--- src/include/wic_pkg.sv ---
// Constants and types for the two-wire write controller of the LED driver.
// Assumes a 20 MHz system clock; every timing count is derived from it here.

package wic_pkg;

  localparam int unsigned CLK_HZ       = 20_000_000;
  localparam int unsigned CLK_PERIOD_NS = 1_000_000_000 / CLK_HZ;

  // Bus times in ns; least times round up to whole cycles.
  localparam int unsigned F_SCL_MAX_KHZ = 400;
  localparam int unsigned T_SCL_MIN_NS  = 1_000_000 / F_SCL_MAX_KHZ;
  localparam int unsigned T_LOW_NS      = 1300;
  localparam int unsigned T_HIGH_NS     = 700;
  localparam int unsigned T_BUF_NS      = 1300;
  localparam int unsigned T_HD_STA_NS   = 600;
  localparam int unsigned T_SU_STO_NS   = 600;

  function automatic int unsigned ns_to_cyc(input int unsigned ns);
    int unsigned c;
    c = (ns + CLK_PERIOD_NS - 1) / CLK_PERIOD_NS;
    return (c < 1) ? 1 : c;
  endfunction

  localparam int unsigned LOW_CYC    = ns_to_cyc(T_LOW_NS);
  localparam int unsigned HIGH_MIN   = ns_to_cyc(T_HIGH_NS);
  localparam int unsigned PER_CYC    = ns_to_cyc(T_SCL_MIN_NS);
  // High phase is stretched so that low plus high never beats the 400 kHz period.
  localparam int unsigned HIGH_CYC   = (PER_CYC - LOW_CYC > HIGH_MIN) ?
                                       PER_CYC - LOW_CYC : HIGH_MIN;
  localparam int unsigned BUF_CYC    = ns_to_cyc(T_BUF_NS);
  localparam int unsigned HD_STA_CYC = ns_to_cyc(T_HD_STA_NS);
  localparam int unsigned SU_STO_CYC = ns_to_cyc(T_SU_STO_NS);
  localparam int unsigned TMR_W      = 6;

  // Target address layout.
  localparam logic [4:0] ADDR_FIXED = 5'h0F;
  localparam logic       DIR_WRITE  = 1'h0;
  localparam int unsigned BYTE_ACK  = 8;

  // Target register offsets and frequency codes.
  localparam logic [7:0] REG_SHUTDOWN  = 8'h00;
  localparam logic [7:0] REG_PWM_FIRST = 8'h01;
  localparam logic [7:0] REG_UPDATE    = 8'h25;
  localparam logic [7:0] REG_LED_FIRST = 8'h26;
  localparam logic [7:0] REG_GLOBAL    = 8'h4A;
  localparam logic [7:0] REG_FREQ      = 8'h4B;
  localparam logic [7:0] REG_RESET     = 8'h4F;
  localparam logic [7:0] FREQ_2K9      = 8'h00;
  localparam logic [7:0] FREQ_21K6     = 8'h01;

  typedef enum logic [1:0] {
    WIC_STRAP_GND = 2'h0,
    WIC_STRAP_VCC = 2'h1,
    WIC_STRAP_SCL = 2'h2,
    WIC_STRAP_SDA = 2'h3
  } wic_strap_t;

  typedef enum logic [2:0] {
    WIC_IDLE      = 3'h0,
    WIC_START     = 3'h1,
    WIC_LOW       = 3'h3,
    WIC_HIGH      = 3'h2,
    WIC_STOP_LOW  = 3'h6,
    WIC_STOP_HIGH = 3'h7,
    WIC_BUF       = 3'h5
  } wic_state_t;

  typedef enum logic [1:0] {
    WIC_PH_ADDR = 2'h0,
    WIC_PH_REG  = 2'h1,
    WIC_PH_DATA = 2'h3
  } wic_phase_t;

endpackage : wic_pkg

--- src/logic/wic_ctrl.sv ---
// Two-wire bus controller that writes register bytes into the LED driver.
// Assumes the data line has an external pull-up and that this controller is
// the only one on the bus; the serial clock is made here by a divider.

`timescale 1ns/1ps
`default_nettype none

// ---------------------------------------------------------------------------
// Data FIFO
// ---------------------------------------------------------------------------
module wic_fifo #(
  parameter int unsigned WIDTH = 8,
  parameter int unsigned DEPTH = 8
) (
  input  wire logic             clk,       // System clock.
  input  wire logic             rstn,      // Asynchronous reset, active low.
  input  wire logic             in_valid,  // Write side offers a word.
  output logic                  in_ready,  // Room for a word.
  input  wire logic [WIDTH-1:0] in_data,   // Word to store.
  output logic                  out_valid, // A word is waiting.
  input  wire logic             out_ready, // Reader takes the word.
  output logic      [WIDTH-1:0] out_data   // Oldest word.
);
  localparam int unsigned AW = (DEPTH > 1) ? $clog2(DEPTH) : 1;
  localparam int unsigned CW = $clog2(DEPTH + 1);
  localparam logic [CW-1:0] CNT_FULL = CW'(DEPTH);

  logic [WIDTH-1:0] mem_q [DEPTH];
  logic [AW-1:0]    wr_ptr_q;
  logic [AW-1:0]    rd_ptr_q;
  logic [CW-1:0]    cnt_q;
  logic [CW-1:0]    cnt_d;
  logic             do_wr;
  logic             do_rd;

  function automatic logic [AW-1:0] ptr_inc(input logic [AW-1:0] p);
    return (p == AW'(DEPTH - 1)) ? '0 : p + AW'(1);
  endfunction

  assign do_wr    = in_valid & in_ready;
  assign do_rd    = out_valid & out_ready;
  assign cnt_d    = cnt_q + CW'(do_wr) - CW'(do_rd);
  assign out_data = mem_q[rd_ptr_q];

  always_ff @(posedge clk or negedge rstn) begin
    if (!rstn) begin
      wr_ptr_q  <= '0;
      rd_ptr_q  <= '0;
      cnt_q     <= '0;
      in_ready  <= 1'b0;
      out_valid <= 1'b0;
    end else begin
      if (do_wr) wr_ptr_q <= ptr_inc(wr_ptr_q);
      if (do_rd) rd_ptr_q <= ptr_inc(rd_ptr_q);
      cnt_q     <= cnt_d;
      in_ready  <= (cnt_d != CNT_FULL);
      out_valid <= (cnt_d != '0);
    end
  end

  // Storage needs no reset; only words marked valid are ever read.
  always_ff @(posedge clk) begin
    if (do_wr) mem_q[wr_ptr_q] <= in_data;
  end
endmodule // wic_fifo

// ---------------------------------------------------------------------------
// Bus controller
// ---------------------------------------------------------------------------
module wic_ctrl #(
  parameter int unsigned FIFO_DEPTH = 8
) (
  input  wire logic               clk,          // System clock, 20 MHz.
  input  wire logic               rstn,         // Asynchronous reset, active low.
  input  wire logic               start_valid,  // Request a write burst.
  output logic                    start_ready,  // Controller idle, burst taken.
  input  wire wic_pkg::wic_strap_t start_strap, // How the target strap is wired.
  input  wire logic         [7:0] start_reg,    // First target register.
  input  wire logic         [7:0] start_len,    // Number of data bytes.
  input  wire logic               data_valid,   // Data byte offered.
  output logic                    data_ready,   // Data byte taken.
  input  wire logic         [7:0] data_byte,    // Data byte.
  output logic                    done,         // Burst finished, one pulse.
  output logic                    nack,         // With done: target refused.
  output logic                    busy,         // Burst in progress.
  output logic              [7:0] dev_ptr,      // Target pointer as tracked.
  input  wire logic               run_en,       // Keep the target powered up.
  output logic                    shutdown_n_pin, // Target shutdown, active low.
  output logic                    scl_o,        // Serial clock.
  input  wire logic               sda_i,        // Data line as seen on the pin.
  output logic                    sda_o,        // Data line drive level.
  output logic                    sda_oe        // High while pulling data low.
);
  import wic_pkg::*;

  // -------------------------------------------------------------------------
  // Strap decoding and input synchroniser
  // -------------------------------------------------------------------------
  function automatic logic [1:0] strap_bits(input wic_strap_t s);
    logic [1:0] b;
    b = 2'h0;
    unique case (s)
      WIC_STRAP_GND: b = 2'h0;
      WIC_STRAP_VCC: b = 2'h3;
      WIC_STRAP_SCL: b = 2'h1;
      WIC_STRAP_SDA: b = 2'h2;
    endcase
    return b;
  endfunction

  logic       sda_s1_q;
  logic       sda_s2_q;
  logic       sda_s3_q;
  logic       sda_s_q;
  logic       sda_agree;

  assign sda_agree = (sda_s2_q == sda_s3_q);

  always_ff @(posedge clk or negedge rstn) begin
    if (!rstn) begin
      sda_s1_q <= 1'b1;
      sda_s2_q <= 1'b1;
      sda_s3_q <= 1'b1;
      sda_s_q  <= 1'b1;
    end else begin
      sda_s1_q <= sda_i;
      sda_s2_q <= sda_s1_q;
      sda_s3_q <= sda_s2_q;
      if (sda_agree) sda_s_q <= sda_s3_q;
    end
  end

  // -------------------------------------------------------------------------
  // Data FIFO
  // -------------------------------------------------------------------------
  logic       fifo_valid;
  logic       fifo_pop;
  logic [7:0] fifo_data;

  wic_fifo #(
    .WIDTH (8),
    .DEPTH (FIFO_DEPTH)
  ) u_fifo (
    .clk       (clk),
    .rstn      (rstn),
    .in_valid  (data_valid),
    .in_ready  (data_ready),
    .in_data   (data_byte),
    .out_valid (fifo_valid),
    .out_ready (fifo_pop),
    .out_data  (fifo_data)
  );

  // -------------------------------------------------------------------------
  // Sequencer state
  // -------------------------------------------------------------------------
  wic_state_t       state_q;
  wic_state_t       state_d;
  wic_phase_t       phase_q;
  wic_phase_t       phase_d;
  logic [TMR_W-1:0] tmr_q;
  logic [TMR_W-1:0] tmr_d;
  logic [3:0]       bit_q;
  logic [3:0]       bit_d;
  logic [7:0]       shreg_q;
  logic [7:0]       shreg_d;
  logic [7:0]       reg_q;
  logic [7:0]       len_q;
  logic [7:0]       len_d;
  logic [7:0]       ptr_d;
  logic             load_q;
  logic             load_d;
  logic             nack_d;
  logic             done_d;
  logic             scl_d;
  logic             sda_oe_d;

  logic             tmr_zero;
  logic             accept;
  logic             at_ack;
  logic             ack_seen;
  logic             waiting;

  assign tmr_zero = (tmr_q == '0);
  assign accept   = start_valid & start_ready;
  assign at_ack   = (bit_q == 4'(BYTE_ACK));
  assign ack_seen = ~sda_s_q;
  // A data slot with nothing to send holds the clock low until a byte arrives.
  assign waiting  = (state_q == WIC_LOW) & load_q & ~fifo_valid;
  assign fifo_pop = (state_q == WIC_LOW) & load_q & fifo_valid;

  always_comb begin
    state_d  = state_q;
    phase_d  = phase_q;
    tmr_d    = tmr_zero ? tmr_q : tmr_q - TMR_W'(1);
    bit_d    = bit_q;
    shreg_d  = shreg_q;
    len_d    = len_q;
    ptr_d    = dev_ptr;
    load_d   = load_q;
    nack_d   = nack;
    done_d   = 1'b0;
    scl_d    = scl_o;
    sda_oe_d = sda_oe;
    unique case (state_q)
      WIC_IDLE: begin
        scl_d    = 1'b1;
        sda_oe_d = 1'b0;
        if (accept) begin
          shreg_d  = {ADDR_FIXED, strap_bits(start_strap), DIR_WRITE};
          len_d    = start_len;
          phase_d  = WIC_PH_ADDR;
          nack_d   = 1'b0;
          sda_oe_d = 1'b1;
          tmr_d    = TMR_W'(HD_STA_CYC - 1);
          state_d  = WIC_START;
        end
      end
      WIC_START: begin
        if (tmr_zero) begin
          scl_d   = 1'b0;
          bit_d   = '0;
          load_d  = 1'b0;
          tmr_d   = TMR_W'(LOW_CYC - 1);
          state_d = WIC_LOW;
        end
      end
      WIC_LOW: begin
        if (fifo_pop) begin
          shreg_d = fifo_data;
          load_d  = 1'b0;
          tmr_d   = TMR_W'(LOW_CYC - 1);
        end else if (waiting) begin
          tmr_d = tmr_q;
        end else begin
          // The data line moves only while the clock is low.
          sda_oe_d = at_ack ? 1'b0 : ~shreg_q[7];
          if (tmr_zero) begin
            scl_d   = 1'b1;
            tmr_d   = TMR_W'(HIGH_CYC - 1);
            state_d = WIC_HIGH;
          end
        end
      end
      WIC_HIGH: begin
        if (tmr_zero) begin
          scl_d = 1'b0;
          tmr_d = TMR_W'(LOW_CYC - 1);
          if (!at_ack) begin
            shreg_d = {shreg_q[6:0], 1'b0};
            bit_d   = bit_q + 4'h1;
            state_d = WIC_LOW;
          end else if (!ack_seen) begin
            nack_d  = 1'b1;
            state_d = WIC_STOP_LOW;
          end else begin
            bit_d   = '0;
            state_d = WIC_LOW;
            unique case (phase_q)
              WIC_PH_ADDR: begin
                shreg_d = reg_q;
                phase_d = WIC_PH_REG;
              end
              WIC_PH_REG: begin
                ptr_d   = reg_q;
                phase_d = WIC_PH_DATA;
                load_d  = (len_q != '0);
                if (len_q == '0) state_d = WIC_STOP_LOW;
              end
              WIC_PH_DATA: begin
                ptr_d  = dev_ptr + 8'h01;
                len_d  = len_q - 8'h01;
                load_d = (len_q != 8'h01);
                if (len_q == 8'h01) state_d = WIC_STOP_LOW;
              end
              default: state_d = WIC_STOP_LOW;
            endcase
          end
        end
      end
      WIC_STOP_LOW: begin
        sda_oe_d = 1'b1;
        if (tmr_zero) begin
          scl_d   = 1'b1;
          tmr_d   = TMR_W'(SU_STO_CYC - 1);
          state_d = WIC_STOP_HIGH;
        end
      end
      WIC_STOP_HIGH: begin
        if (tmr_zero) begin
          sda_oe_d = 1'b0;
          tmr_d    = TMR_W'(BUF_CYC - 1);
          state_d  = WIC_BUF;
        end
      end
      WIC_BUF: begin
        if (tmr_zero) begin
          done_d  = 1'b1;
          state_d = WIC_IDLE;
        end
      end
      default: state_d = WIC_IDLE;
    endcase
  end

  // -------------------------------------------------------------------------
  // Registers
  // -------------------------------------------------------------------------
  always_ff @(posedge clk or negedge rstn) begin
    if (!rstn) begin
      state_q <= WIC_IDLE;
      phase_q <= WIC_PH_ADDR;
      tmr_q   <= '0;
      bit_q   <= '0;
      shreg_q <= '0;
      len_q   <= '0;
      load_q  <= 1'b0;
    end else begin
      state_q <= state_d;
      phase_q <= phase_d;
      tmr_q   <= tmr_d;
      bit_q   <= bit_d;
      shreg_q <= shreg_d;
      len_q   <= len_d;
      load_q  <= load_d;
    end
  end

  always_ff @(posedge clk or negedge rstn) begin
    if (!rstn) begin
      reg_q <= '0;
    end else if (accept) begin
      reg_q <= start_reg;
    end
  end

  // Repeated START is never issued; each burst closes with STOP first.
  always_ff @(posedge clk or negedge rstn) begin
    if (!rstn) begin
      start_ready    <= 1'b0;
      done           <= 1'b0;
      nack           <= 1'b0;
      busy           <= 1'b0;
      dev_ptr        <= '0;
      shutdown_n_pin <= 1'b0;
      scl_o          <= 1'b1;
      sda_o          <= 1'b0;
      sda_oe         <= 1'b0;
    end else begin
      start_ready    <= (state_d == WIC_IDLE);
      done           <= done_d;
      nack           <= nack_d;
      busy           <= (state_d != WIC_IDLE);
      dev_ptr        <= ptr_d;
      shutdown_n_pin <= run_en;
      scl_o          <= scl_d;
      sda_o          <= 1'b0;
      sda_oe         <= sda_oe_d;
    end
  end
endmodule // wic_ctrl

`default_nettype wire

--- config.mk ---
export PLATFORM = sky130hd
export DESIGN_NAME = wic_ctrl
export DESIGN_NICKNAME = d
export VERILOG_FILES = /design/src/include/wic_pkg.sv /design/src/logic/wic_ctrl.sv
export SDC_FILE = /design/constraint.sdc
export NUM_CORES = 1
export LEC_CHECK = 0
export ABC_AREA = 1
export BUFFER_PORTS_ARGS = -buffer_cell sky130_fd_sc_hd__buf_4
export CORE_ASPECT_RATIO = 0.6
export CORE_MARGIN = 8
export CORE_UTILIZATION = 30
export DETAILED_ROUTE_END_ITERATION = 7
export HOLD_SLACK_MARGIN = 0.1
export PLACE_DENSITY = 0.49
export SLEW_MARGIN = 25
export SYNTH_ARGS = -nofsm -noshare
export SYNTH_HDL_FRONTEND = slang
export SYNTH_SLANG_ARGS = --single-unit
--- constraint.sdc ---
create_clock -name clk -period 2.2 [get_ports clk]
set_input_delay 0.33 -clock clk [delete_from_list [all_inputs] [get_ports clk]]
set_output_delay 0.33 -clock clk [all_outputs]
set_load 0.05 [all_outputs]
After elaboration in Yosys (flattened, before gate mapping)
Memory sizes are Yosys's and may differ from the RTL's.
Index checks and enable logic that the tools add are counted.
{ "word_totals": {"register_bits": 71, "mem_bits_rw": 64, "input_bits": 32, "out_inout_bits": 17, "wordCells": 181, "memories": 1} }
{ "op_classes": {"n_addsub": 8, "eq_ne": 35, "n_mux": 76, "bitwise": 9, "n_reduce_logical": 27} }
{ "memory_table": {"columns": ["name", "words", "word_bits", "read_ports", "rd_clocked_by_memory_dff", "write_ports", "line", "text"], "rows": [
  ["u_fifo.mem_q", 8, 8, 1, 0, 1, "wic_ctrl.sv:28", "logic [WIDTH-1:0] mem_q [DEPTH];"]
]} }
{ "op_table": {"columns": ["cell", "n"], "rows": [
  ["8-bit two-way mux", 11],
  ["3-bit two-way mux", 15],
  ["6-bit two-way mux", 7],
  ["8-bit case mux with 2 select lines", 2],
  ["6-bit case mux with 4 select lines", 1],
  ["8-bit case mux with 3 select lines", 1],
  ["3-bit case mux with 7 select lines", 1],
  ["1-bit two-way mux", 20],
  ["2-bit != test, second input constant", 10],
  ["6-bit AND reduction", 3],
  ["4-bit two-way mux", 4],
  ["3-bit equality test, second input constant", 5],
  ["4-bit AND reduction", 3],
  ["4-bit nonzero test", 3],
  ["5-bit AND reduction", 2],
  ["3-bit by 2-bit != test with 1-bit output, second input constant", 3],
  ["3-bit case mux with 3 select lines", 1],
  ["3-bit nonzero test", 3],
  ["8-bit by 1-bit adder with 8-bit output, second input constant", 1],
  ["8-bit by 1-bit equality test with 1-bit output, second input constant", 1],
  ["8-bit zero test", 1],
  ["2-bit two-way mux", 4],
  ["8-bit by 1-bit != test with 1-bit output, second input constant", 1],
  ["1-bit case mux with 4 select lines", 2],
  ["31 further kinds", 50]
]} }

Depth between registers and ports, before layout
{ "logic_depth": {"ltp_word": 8, "ltp_mapped": 13, "ltp_nobuf": 12} }

Hierarchy
A second synthesis with hierarchy kept.
{ "unflattened": {"cells_unflattened": 841, "area_unflattened_um2": 7257.0} }
{ "modules_own_cells": {"columns": ["mod", "instances", "cells_each", "area_per_inst_um2", "seq_area_each_um2"], "rows": [
  ["wic_ctrl", 1, 485, 3757.4, 1482.7],
  ["wic_fifo", 1, 356, 3499.6, 2222.1]
]} }

Worst setup path before layout
OpenSTA, ideal clock, no wires.
{ "synth_path": {"path_kind": "reg2reg", "start": "register state_q[1]", "end": "register u_fifo.in_ready", "setup_time_ns": 0.128, "arrival_time_ns": 2.187, "t_required_ns": 2.072, "setup_slack_ns": -0.115, "stages_incl_launch_ff": 14, "path_buffers": 1, "synth_period_minus_slack_ns": 2.315, "path_cell_list": "dfrtp_1 buf_4 nand2_2 nor2_2 nand2_2 nor2_4 ha_1 inv_1 ha_1 inv_1 fa_1 inv_1 nor3_1 nand2_1"} }
{ "synth_between": {"elab_chain_len": 6} }
{ "synth_rtl": {"columns": ["item", "line", "text"], "rows": [
  ["start, declared", "wic_ctrl.sv:157", "wic_state_t state_q;"],
  ["start signal, assigned", "wic_ctrl.sv:319", "state_q <= state_d;"],
  ["3-bit by 2-bit equality test with 1-bit output", "wic_ctrl.sv:190", "assign fifo_pop = (state_q == WIC_LOW) & load_q & fifo_valid;"],
  ["1-bit AND (2 in series)", "wic_ctrl.sv:190", null],
  ["1-bit AND", "wic_ctrl.sv:41", "assign do_rd = out_valid & out_ready;"],
  ["named net u_fifo.do_rd", "wic_ctrl.sv:34", "logic do_rd;"],
  ["4-bit by 1-bit subtractor with 4-bit output", "wic_ctrl.sv:42", "assign cnt_d = cnt_q + CW'(do_wr) - CW'(do_rd);"],
  ["named net u_fifo.cnt_d[1]", "wic_ctrl.sv:32", "logic [CW-1:0] cnt_d;"],
  ["4-bit != test", "wic_ctrl.sv:56", "in_ready <= (cnt_d != CNT_FULL);"],
  ["end signal, assigned", "wic_ctrl.sv:56", null],
  ["end, declared", "wic_ctrl.sv:18", "output logic in_ready,"]
]} }
The timed path passes the listed nets, and every way through them passes these cells.
A chain may end at the register's enable or synchronous reset.

Worst setup path in the final report
{ "layout_path": {"start": "register state_q[0]", "end": "register u_fifo.in_ready"} }
Same word-level chain as after synthesis.

==> impl_metrics.tcl <==
set metrics [dict create \
    clock_latency_ns 0.43 \
    grt_pass1_wl_microns 28850 \
    arrival_ns 2.42 \
    vias_per_cell 4.580 \
    cts_htree_levels 4 \
    cap_violations 0 \
    numCtsBuffers 17 \
    relSlewSlack 0.6509 \
    clk_pin_slew_ns 0.07 \
    status "finished, final reports clean" \
    vias 5262 \
    synth_cell_types 45 \
    fin_util 0.3821 \
    overflow 0 \
    ant_nets 0 \
    synthXorXnorAreaFrac 0.009044 \
    power_mw 7.207 \
    fin_setup_tns_ns 0 \
    period_minus_slack_ns 2.122 \
    synth-seq-cells 135 \
    synth_edf_count 64 \
    reg2reg_depth 12 \
    place_hpwl_microns 13060 \
    r2r-start "state_q[0]" \
    synthCells 743 \
    synth_top_family_by_area "simple AND/OR/NAND/NOR gates" \
    p_leak_nw 3.613 \
    root_buffer "clkbuf_16" \
    yosysSeqAreaShare 0.5465 \
    drtIter0Drc 431 \
    yosys.area.top_type "edfxtp_1" \
    post-route-period-util 0.9644 \
    die_area_sq_um 27820 \
    synthTopCellsByArea "edfxtp_1, dfrtp_1, nand2_1" \
    wire_per_inst_microns 15.65 \
    hold_end "reg_q[0]" \
    die_y_microns 132.4 \
    nets 879 \
    drtPass1Iterations 5 \
    dieWidth_microns 210.1 \
    ys_warn_count 0 \
    hp-class "in -> reg" \
    hp-start "start_reg[0]" \
    antenna_cells 0 \
    row_count 42 \
    cts_tree "done" \
    crit_top_cell "inv_2" \
    routabilityCongestion 0.8607 \
    finalNonFillerCells 1149 \
    muxShareOfSynthArea 0 \
    slowest_stage "fa_1" \
    max-vdd-ir-drop_mv 0.5329 \
    core-area_sq_um 22120 \
    avgSynthCellArea_sq_um 9.124 \
    synth-simple-area-share 0.2303 \
    worst_pin_slew_ns 0.5237 \
    grtUsageTotal 0.1325 \
    required_ns 2.50 \
    port_buffers 47 \
    drive_gt1_frac 0.2128 \
    critPathKind "reg -> reg" \
    syn-cell-area_sq_um 6779 \
    start_util 0.3064 \
    finalSetupViolCount 0 \
    power.density_nw_per_um2 852.4 \
    start_kind "flop" \
    r2r-end "u_fifo.in_ready" \
    reg2reg_slack_ns 0.08 \
    cp-end-kind "flop" \
    netlist.area_leader.share 0.2835 \
    grt_pass1_vias 4924 \
    synth-compound-area-share 0.1133 \
    cpPeakStageDelay_ns 0.51 \
    wl_microns 17990 \
    dp.cells 1109 \
    finalClockSkew_ns 0.009288 \
    grt_max_degree 37 \
    drcViolationCount 0 \
    clock.fmax_mhz 471.3 \
    ios 49 \
    drv_slew 0 \
    min_path_cells 3 \
    antenna_found_initial 0 \
    cts_sinks 135 \
    crit_fanout 3 \
    cp_cell_sequence "nand2_4 > nor2_4 > nand2_4 > nor2_4 > ha_4 > inv_2 > ha_4 > inv_2 > fa_1 > inv_2 > nor3_2 > nand2_1" \
    syn2layout_area_growth_pct 24.71 \
    hold_violations 0 \
    async_reset_ff_frac 0.5259 \
    ys.flop_type "dfrtp_1" \
    clock_path_buffers 2 \
    synth_adder_area_share 0.03765 \
    syn_nets 794 \
]
## cells in the mapped netlist (8+ instances only)
cell type  count
dfrtp_1       66
nor2_1       101
nor2_2        10
o211ai_1      13
nand3_1       44
nand2_1      150
edfxtp_1      64
o21ai_0       75
inv_1         61
nand2_2       13
ha_1          18
buf_2          8
a21oi_1       26
## report_power, final
group,switching [mW],internal (mW)
clock network,1.22,2.16
logic,0.516,0.332
registers,0.0810,2.90
## metal layers
metal / vias to the layer above / global-route usage / routed length [microns]
met5: - / 0 / 0
met4: 0 / 0.03003 / 139
met3: 11 / 0.03230 / 912
met2: 120 / 0.1620 / 6616
met1: 2460 / 0.2190 / 10320
li1: 2671 / - / -
## area by class of cell
| cell class | count | area, sq um |
|---|---|---|
| fillers | 2252 | 13670 |
| flip-flops and latches | 135 | 3705 |
| multi-input cells | 513 | 2695 |
| repair buffers | 88 | 698.2 |
| clock buffers | 17 | 425.4 |
| well taps | 308 | 385.4 |
| inverters | 73 | 281.5 |
| clock inverters | 15 | 264.0 |
## flip-flops by register name (all words and copies together), names as in the netlist, 2 cells and up
register and cells:
u_fifo.cnt_q 4, phase_q 2, dev_ptr 8, u_fifo.wr_ptr_q 3, state_q 3, bit_q 4, len_q 8, tmr_q 6
u_fifo.rd_ptr_q 3, reg_q 8, u_fifo.mem_q 64, shreg_q 8
## worst max-delay path: cells and delay by family, from the launching register on
kind,cells,cell delay [ns]
buffers and inverters,3,0.13
adders and majority gates,3,0.85
DFF,1,0.40
and+or+nand+nor,6,0.63
## what timing repair did
action	CTS	global route
setup buffers	0	3
hold endpoints to repair	34	0
endpoints found under the setup margin	0	2
hold buffers	5	0
resized for setup	0	6
## logic make-up after synthesis
family          count (synthesis)
simple gates                  349
flops                         135
fa+ha+maj                      20
xor+xnor                        7
other cells                     1
compound gates                136
buf+inv                        95
## worst max-delay path by stage
stage	slack (ns)	depth (start not counted)	start	to
global route	-0.007	12	state_q[1]	u_fifo.out_valid
global placement	0.06	12	state_q[0]	u_fifo.in_ready
finish	0.08	12	state_q[0]	u_fifo.in_ready
detailed placement	0.06	12	state_q[0]	u_fifo.in_ready
CTS	0.01	12	state_q[0]	u_fifo.in_ready
floorplan	-0.06	13	state_q[0]	u_fifo.in_ready
## cells in the final DEF, fill, tap and decap left out, types with 4 or more instances in the layout
cell type / n
edfxtp_1: 64
bufinv_16: 6
xnor2_1: 4
nand3_1: 44
clkbuf_16: 17
o21ai_0: 75
o21ai_2: 6
nand4_1: 7
nand2_2: 11
nand2_1: 150
nand3b_1: 4
nor2_1: 101
nand2_4: 4
buf_4: 81
a21oi_1: 26
o21ai_1: 5
dfrtp_1: 66
dlygate4sd3_1: 5
inv_2: 10
inv_1: 58
o211ai_1: 13
inv_8: 4
nor2_2: 9
nor3_1: 6
ha_1: 16
nor2_4: 4
dfstp_2: 5
## per-stage QoR
stage,setup WS (ns),cell area [sq um],hold slack [ns]
2_1_floorplan,-0.06226,6803,0.03441
3_3_place_gp,0.05635,7667,0.3455
3_5_place_dp,0.05757,7667,0.3482
4_1_cts,0.01437,8407,0.1130
5_1_grt,-0.007499,8454,0.1182
6_report,0.07822,8454,0.1206
Note: power is estimated with default switching activity, not from simulation.
